## src/rtl/rpm_pkg.sv

```systemverilog
package rpm_pkg;

    // ----------------------------------------------------------------
    // Timing
    // ----------------------------------------------------------------
    localparam int unsigned OSC_PER_MACHINE      = 12;  // Oscillator periods per machine cycle
    localparam int unsigned RESET_MACHINE_CYCLES = 2;   // Least reset pin hold, machine cycles
    localparam int unsigned RESET_OSC_PERIODS    = OSC_PER_MACHINE * RESET_MACHINE_CYCLES;
    localparam logic [4:0]  RESET_COUNT_DONE     = 5'(RESET_OSC_PERIODS);
    localparam logic [4:0]  RESET_COUNT_ZERO     = 5'h00;

    // ----------------------------------------------------------------
    // Power control register fields
    // ----------------------------------------------------------------
    localparam int unsigned POWER_IDLE_BIT = 0;         // Idle request bit position
    localparam int unsigned POWER_DOWN_BIT = 1;         // Power-down request bit position

    // ----------------------------------------------------------------
    // Values after reset
    // ----------------------------------------------------------------
    localparam logic [31:0] PORT_RESET_VALUE = 32'hffffffff;
    localparam logic [7:0]  PORT_LANE_WIDTH  = 8'h08;

    // ----------------------------------------------------------------
    // Operating modes
    // ----------------------------------------------------------------
    typedef enum logic [1:0] {
        MODE_RUN   = 2'b00,
        MODE_IDLE  = 2'b01,
        MODE_PDOWN = 2'b10,
        MODE_RESET = 2'b11
    } rpm_mode_t;

    // ----------------------------------------------------------------
    // Controller state
    // ----------------------------------------------------------------
    typedef struct packed {
        rpm_mode_t   mode;        // Current operating mode
        logic        osc_prev;    // Synchronised oscillator, one cycle late
        logic        div;         // Divide-by-two stage
        logic [4:0]  cnt;         // Oscillator periods seen with reset pin high
        logic        ext_sel;     // Program memory select caught in reset
        logic        ale;         // Address latch strobe
        logic        fetch_strobe; // Program fetch strobe
        logic [31:0] port;        // Port 3..0 output data
        logic        port0_oe;    // Port 0 drive enable
        logic        osc_run;     // Oscillator amplifier enable
        logic        cpu_reset;   // Core reset
        logic        cpu_halt;    // Core clock stopped
        logic        periph_halt; // Peripheral clocks stopped
    } rpm_state_t;

    localparam rpm_state_t RPM_STATE_RESET = '{
        mode:        MODE_RESET,
        osc_prev:    1'b1,        // Matches the synchroniser's reset level
        div:         1'b0,
        cnt:         RESET_COUNT_ZERO,
        ext_sel:     1'b1,
        ale:         1'b1,
        fetch_strobe: 1'b1,
        port:        PORT_RESET_VALUE,
        port0_oe:    1'b0,
        osc_run:     1'b1,
        cpu_reset:   1'b1,
        cpu_halt:    1'b0,
        periph_halt: 1'b0
    };

endpackage

```

## src/rtl/rpm_ctrl.sv

```systemverilog
`timescale 1ns/10ps

module rpm_ctrl (
    input  wire logic        clk_i,
    input  wire logic        rst_n_i,
    input  wire logic        oscillator_input_i,
    input  wire logic        reset_pin_i,
    input  wire logic        external_program_select_i,
    input  wire logic        power_write_i,
    input  wire logic [1:0]  power_data_i,
    input  wire logic        irq_pending_i,
    input  wire logic        cpu_ale_i,
    input  wire logic        cpu_fetch_strobe_i,
    input  wire logic [31:0] cpu_port_i,
    input  wire logic        cpu_port0_oe_i,
    output logic             ale_o,
    output logic             program_fetch_strobe_o,
    output logic [31:0]      port_o,
    output logic             port0_oe_o,
    output logic             oscillator_run_o,
    output logic             machine_phase_o,
    output logic             cpu_reset_o,
    output logic             cpu_halt_o,
    output logic             periph_halt_o,
    output logic             ext_program_o,
    output rpm_pkg::rpm_mode_t mode_o
);
    import rpm_pkg::*;

    // ----------------------------------------------------------------
    // Pin synchronisers
    // ----------------------------------------------------------------
    logic [2:0] pins_s;
    logic       osc_s;
    logic       rst_pin_s;
    logic       ext_pin_s;

    rpm_sync #(
        .WIDTH (3)
    ) u_sync (
        .clk_i   (clk_i),
        .rst_n_i (rst_n_i),
        .d_i     ({external_program_select_i, reset_pin_i, oscillator_input_i}),
        .q_o     (pins_s)
    );

    assign osc_s     = pins_s[0];
    assign rst_pin_s = pins_s[1];
    assign ext_pin_s = pins_s[2];

    // ----------------------------------------------------------------
    // State
    // ----------------------------------------------------------------
    rpm_state_t r;
    rpm_state_t next_r;
    logic       osc_rise;
    logic       reset_hit;
    logic       use_ext;

    assign osc_rise  = osc_s & ~r.osc_prev;
    assign use_ext   = ~r.ext_sel;                  // Select low means external memory
    assign reset_hit = (next_r.cnt == RESET_COUNT_DONE);

    // Next state: clock divider, reset qualifier, mode sequencing, pins
    always_comb begin
        next_r          = r;
        next_r.osc_prev = osc_s;
        // Toggle once per oscillator period
        if (osc_rise) begin
            next_r.div = ~r.div;
        end
        // Count oscillator periods while the pin stays high
        if (!rst_pin_s) begin
            next_r.cnt = RESET_COUNT_ZERO;
        end else if (osc_rise && (r.cnt != RESET_COUNT_DONE)) begin
            next_r.cnt = r.cnt + 5'h01;
        end
        // Mode sequencing
        case (r.mode)
            MODE_RUN: begin
                if (power_write_i && power_data_i[POWER_DOWN_BIT]) begin
                    next_r.mode = MODE_PDOWN;
                end else if (power_write_i && power_data_i[POWER_IDLE_BIT]) begin
                    next_r.mode = MODE_IDLE;
                end
            end
            MODE_IDLE: begin
                if (irq_pending_i) begin
                    next_r.mode = MODE_RUN;
                end
            end
            MODE_PDOWN: begin
                next_r.mode = MODE_PDOWN;
            end
            MODE_RESET: begin
                if (!rst_pin_s) begin
                    next_r.mode = MODE_RUN;
                end
            end
            default: begin
                next_r.mode = MODE_RESET;
            end
        endcase
        // A qualified reset overrides every mode
        if (next_r.cnt == RESET_COUNT_DONE) begin
            next_r.mode = MODE_RESET;
        end
        // Catch the select while in reset; the last catch is the cycle of release
        if (r.mode == MODE_RESET) begin
            next_r.ext_sel = ext_pin_s;
        end
        // Clock gating outputs
        next_r.cpu_reset   = (next_r.mode == MODE_RESET);
        next_r.cpu_halt    = (next_r.mode == MODE_IDLE) || (next_r.mode == MODE_PDOWN);
        next_r.periph_halt = (next_r.mode == MODE_PDOWN);
        next_r.osc_run     = !((next_r.mode == MODE_PDOWN) && !rst_pin_s);
        // Pin states per mode
        case (next_r.mode)
            MODE_RUN: begin
                next_r.ale      = cpu_ale_i;
                next_r.fetch_strobe = cpu_fetch_strobe_i;
                next_r.port     = cpu_port_i;
                next_r.port0_oe = cpu_port0_oe_i;
            end
            MODE_IDLE: begin
                next_r.ale  = 1'b1;
                next_r.fetch_strobe = 1'b1;
                if (~next_r.ext_sel) begin
                    next_r.port0_oe = 1'b0;
                end
            end
            MODE_PDOWN: begin
                next_r.ale  = 1'b0;
                next_r.fetch_strobe = 1'b0;
                if (~next_r.ext_sel) begin
                    next_r.port0_oe = 1'b0;
                end
            end
            default: begin
                next_r.ale      = 1'b1;
                next_r.fetch_strobe = 1'b1;
                next_r.port     = PORT_RESET_VALUE;
                next_r.port0_oe = 1'b0;
            end
        endcase
    end

    // State register
    always_ff @(posedge clk_i or negedge rst_n_i) begin
        if (!rst_n_i) begin
            r <= RPM_STATE_RESET;
        end else begin
            r <= next_r;
        end
    end

    // Outputs straight from the state register
    assign ale_o                  = r.ale;
    assign program_fetch_strobe_o = r.fetch_strobe;
    assign port_o                 = r.port;
    assign port0_oe_o             = r.port0_oe;
    assign oscillator_run_o       = r.osc_run;
    assign machine_phase_o        = r.div;
    assign cpu_reset_o            = r.cpu_reset;
    assign cpu_halt_o             = r.cpu_halt;
    assign periph_halt_o          = r.periph_halt;
    assign ext_program_o          = r.ext_sel;
    assign mode_o                 = r.mode;
endmodule // rpm_ctrl

```

## src/rtl/rpm_sync.sv

```systemverilog
`timescale 1ns/10ps

module rpm_sync #(
    parameter int unsigned WIDTH = 1
) (
    input  wire logic             clk_i,
    input  wire logic             rst_n_i,
    input  wire logic [WIDTH-1:0] d_i,
    output logic      [WIDTH-1:0] q_o
);

    typedef struct packed {
        logic [WIDTH-1:0] meta;
        logic [WIDTH-1:0] sync;
    } rpm_sync_state_t;

    rpm_sync_state_t r;
    rpm_sync_state_t next_r;

    // First stage feeds only the second stage
    always_comb begin
        next_r.meta = d_i;
        next_r.sync = r.meta;
    end

    // Two flip-flop synchroniser; ones in reset so a reset pin reads as held
    always_ff @(posedge clk_i or negedge rst_n_i) begin
        if (!rst_n_i) begin
            r <= '1;
        end else begin
            r <= next_r;
        end
    end

    assign q_o = r.sync;

endmodule // rpm_sync

```

## config.mk

```make
export PLATFORM = sky130hd
export DESIGN_NAME = rpm_ctrl
export DESIGN_NICKNAME = d
export VERILOG_FILES = /design/src/rtl/rpm_pkg.sv /design/src/rtl/rpm_ctrl.sv /design/src/rtl/rpm_sync.sv
export SDC_FILE = /design/constraint.sdc
export NUM_CORES = 1
export LEC_CHECK = 0
export BUFFER_PORTS_ARGS = -buffer_cell sky130_fd_sc_hd__buf_4
export CELL_PAD_IN_SITES_DETAIL_PLACEMENT = 1
export CELL_PAD_IN_SITES_GLOBAL_PLACEMENT = 2
export CORE_AREA = 2 2 106 98
export DETAILED_ROUTE_END_ITERATION = 6
export DIE_AREA = 0 0 108 100
export PLACE_DENSITY = 0.76
export REMOVE_ABC_BUFFERS = 1
export SLEW_MARGIN = 20
export SYNTH_ARGS = -nofsm -noshare
export SYNTH_HDL_FRONTEND = slang
export SYNTH_HIERARCHICAL = 1
export SYNTH_SLANG_ARGS = --single-unit
```

## constraint.sdc

```tcl
create_clock -name clk_i -period 2.55 [get_ports clk_i]
set_input_delay 0.255 -clock clk_i [delete_from_list [all_inputs] [get_ports clk_i]]
set_output_delay 0.255 -clock clk_i [all_outputs]
set_load 0.005 [all_outputs]
```

==> flow_metrics.env <==
export IMPL_ys_async_sr_fraction_pct=100
export IMPL_maxCapViolCount=0
export IMPL_grt_max_degree=56
export IMPL_power_internal_mw=1.57
export IMPL_numCtsBuffers=5
export IMPL_ios=87
export IMPL_synth_area_leaders="dfstp_2 47%, buf_4 9.9%, dfrtp_1 8.8%"
export IMPL_ys_warn_count=6
export IMPL_clock_fmax_mhz=392
export IMPL_avgSynthCellArea_um2=10.3
export IMPL_avgViaCountPerCell=4.33
export IMPL_crit_start="r[40]"
export IMPL_multi_input_area_um2=1030
export IMPL_place_congestion=0.823
export IMPL_detail_route_wl_per_cell_um=14.9
export IMPL_hold_violations=2
export IMPL_antenna_cells=0
export IMPL_ant_nets=0
export IMPL_end_kind="register"
export IMPL_instances_no_fill=450
export IMPL_cts_tree="done"
export IMPL_hp_class="in2async"
export IMPL_synth_area_um2=2570
export IMPL_worstSkewPairLatency_ps=310
export IMPL_dp_slack_ps=-67.5
export IMPL_post_dp_cell_area_um2=3210
export IMPL_cp_arrival_ps=2790
export IMPL_final_period_utilization_pct=100
export IMPL_antenna_found_initial=0
export IMPL_path_max_fanout=10
export IMPL_vdd_drop_max_mv=0.220
export IMPL_final_util_pct=38.9
export IMPL_critPathKind="reg2reg"
export IMPL_timing_worst_slew_pin_value_ps=716
export IMPL_maxSlewHeadroom_pct=52.3
export IMPL_initial_utilization_pct=26.1
export IMPL_setup_tns_ps=-1.09
export IMPL_slew_viol_final=0
export IMPL_required_ps=2790
export IMPL_rsz0062_at_grt="true"
export IMPL_rrSetupSlack_ps=-1
export IMPL_cts_clk_slew_worst_paths_ps=100
export IMPL_finalSetupViolCount=1
export IMPL_path_buf_inv=3
export IMPL_p_sw_mw=0.544
export IMPL_drive_gt1_share_pct=65.7
export IMPL_pwr_share_seq_pct=53.3
export IMPL_rows=35
export IMPL_synth_top_cell_by_area="dfstp_2"
export IMPL_grt_pass1_wl_um=9480
export IMPL_cts_buffer_depth=2
export IMPL_synth_distinct_cells=31
export IMPL_fin_nets=370
export IMPL_power_leakage_nw=1.69
export IMPL_seqCellArea_um2=1430
export IMPL_htreeDepth=2
export IMPL_clock_skew_ps=11.5
export IMPL_cp_slowest_stage_delay_ps=540
export IMPL_violations="negative hold slack, negative setup slack"
export IMPL_io_buffers=86
export IMPL_dieArea_um2=10800
export IMPL_hold_ws_ps=-9.57
export IMPL_yosysMostFrequentCell="dfstp_2"
export IMPL_drt_wl_total_um=6720
export IMPL_hold_buffers=0
export IMPL_die_w_um=108
export IMPL_synth_flop_cell="dfstp_2"
export IMPL_timing_rr_start="r[40]"
export IMPL_synthToLayoutAreaGrowth_pct=48.8
export IMPL_total_power_mw=2.11
export IMPL_fp_coreArea_um2=9850
export IMPL_p_sw_share_pct=25.8
export IMPL_first_global_vias=1954
export IMPL_status="complete, but fails checks"
export IMPL_comb_power_share_pct=20.3
export IMPL_num_fill_cells=1096
export IMPL_p_clk_share_pct=26.4
export IMPL_crit_family="simple AND/OR/NAND/NOR gates"
export IMPL_ys_seq_area_share_pct=55.7
export IMPL_dr_pass1_iters=4
export IMPL_design_area_um2=3830
export IMPL_synth_ff_latch_count=55
export IMPL_syn_inst=250
export IMPL_worst_setup_path_start_kind="register"
export IMPL_drc_errors=0
export IMPL_p_per_area_nw_per_um2=551
export IMPL_cp_slowest_cell="or4_4"
export IMPL_cts_root_buffer="clkbuf_8"
export IMPL_synth_common_cells="46 x dfstp_2, 34 x a31oi_1, 34 x buf_4, 34 x inv_1, 32 x nor2_1"
export IMPL_synth_top_area_share_pct=47.0
export IMPL_die_h_um=100
export IMPL_place_inst=432
export IMPL_track_usage_pct=11.1
export IMPL_cts_sinks=55
export IMPL_dr_total_vias=1950
export IMPL_drt_iter0_drc=44
export IMPL_path_cells="inv_2 > ha_4 > or4_4 > a22oi_4 > a31o_1 > ha_4 > buf_12 > buf_12 > nor2_2 > a31oi_4"
export IMPL_fin_crit_ps=2550
export IMPL_globalRouteOverflowTotal=0
export IMPL_hpwl_um=4220
export IMPL_synth_edf_count=0
export IMPL_setup_ws_ps=-1.09
[per-layer routing]
| metal | routed length, µm | vias to the layer above | track usage [%] |
|---|---|---|---|
| li1 | - | 927 | - |
| met1 | 3030 | 969 | 14.6 |
| met2 | 3290 | 48 | 18.0 |
| met3 | 330 | 6 | 2.86 |
| met4 | 71 | 0 | 3.25 |
| met5 | 0 | - | 0 |
[cell usage in the layout (no fill, tap or decap), types with 3 or more instances in the layout]
cell type / synthesis / routed
buf_4: 34 / 94
dfstp_2: 46 / 46
inv_1: 34 / 31
nor2_1: 32 / 17
a31oi_2: 0 / 13
a31oi_1: 34 / 12
nor2_2: 0 / 11
nand2_1: 10 / 9
a31oi_4: 0 / 9
dfrtp_1: 9 / 9
clkbuf_8: 0 / 5
clkbuf_16: 0 / 5
buf_12: 0 / 5
nand2b_1: 4 / 4
nor2_4: 0 / 4
nor2b_1: 3 / 3
a31o_1: 3 / 3
ha_1: 6 / 3
buf_6: 0 / 3
[cells by family after synthesis]
group / count (synthesis) / share of synthesized area [%]
AO/OA/AOI/OAI: 48 / 12.5
buffers and inverters: 79 / 16.5
flip-flops: 55 / 55.7
AND/OR/NAND/NOR: 56 / 10.1
adder cells (fa/ha/maj): 6 / 2.92
XOR/XNOR: 2 / 0.681
multiplexers: 4 / 1.60
[what timing repair did]
| action | 4_1_cts | 5_1_grt |
|---|---|---|
| pin swaps | 1 | 9 |
| endpoints found under the hold margin | 0 | 0 |
| buffers inserted | 0 | 4 |
| cloned | 0 | 6 |
| gates resized for setup | 5 | 59 |
| setup endpoints to repair | 32 | 35 |
[state kept, by name, indices dropped and copies added (netlist names), 2 cells and up]
| register | count |
|---|---|
| r | 6 |
| mode_o | 2 |
| port_o | 32 |
| u_sync/next_r | 3 |
| u_sync/q_o | 3 |
[cell type report]
type                    instances  share of cell area [%]
inverters                      34                    3.40
well taps                     129                    4.22
clock inverters                 1                   0.229
flip-flops and latches         55                    37.5
clock buffers                   7                    2.55
multi-input cells             116                    26.8
repair buffers                108                    25.3
[path summary, 6_finish.rpt]
| path | cells after the start | end |
|---|---|---|
| worst max-delay path | 10 | port_o[0] |
| min in group clk_i | 1 | u_sync/next_r[2] |
| worst min-delay path | 1 | machine_phase_o |
| worst min register to register | 0 | u_sync/q_o[0] |
| worst max register to register | 10 | port_o[0] |
| max in group asynchronous | 1 | r[44] |
[power groups by stage]
stage               Sequential, mW  Clock, mW  Combinational, mW
global route                  1.14      0.615              0.471
detailed placement            1.12          0              0.363
floorplan                     1.12          0              0.107
finish                        1.13      0.556              0.429
global placement              1.12          0              0.351
CTS                           1.11      0.582              0.362
Note: power is estimated with default switching activity, not from simulation.
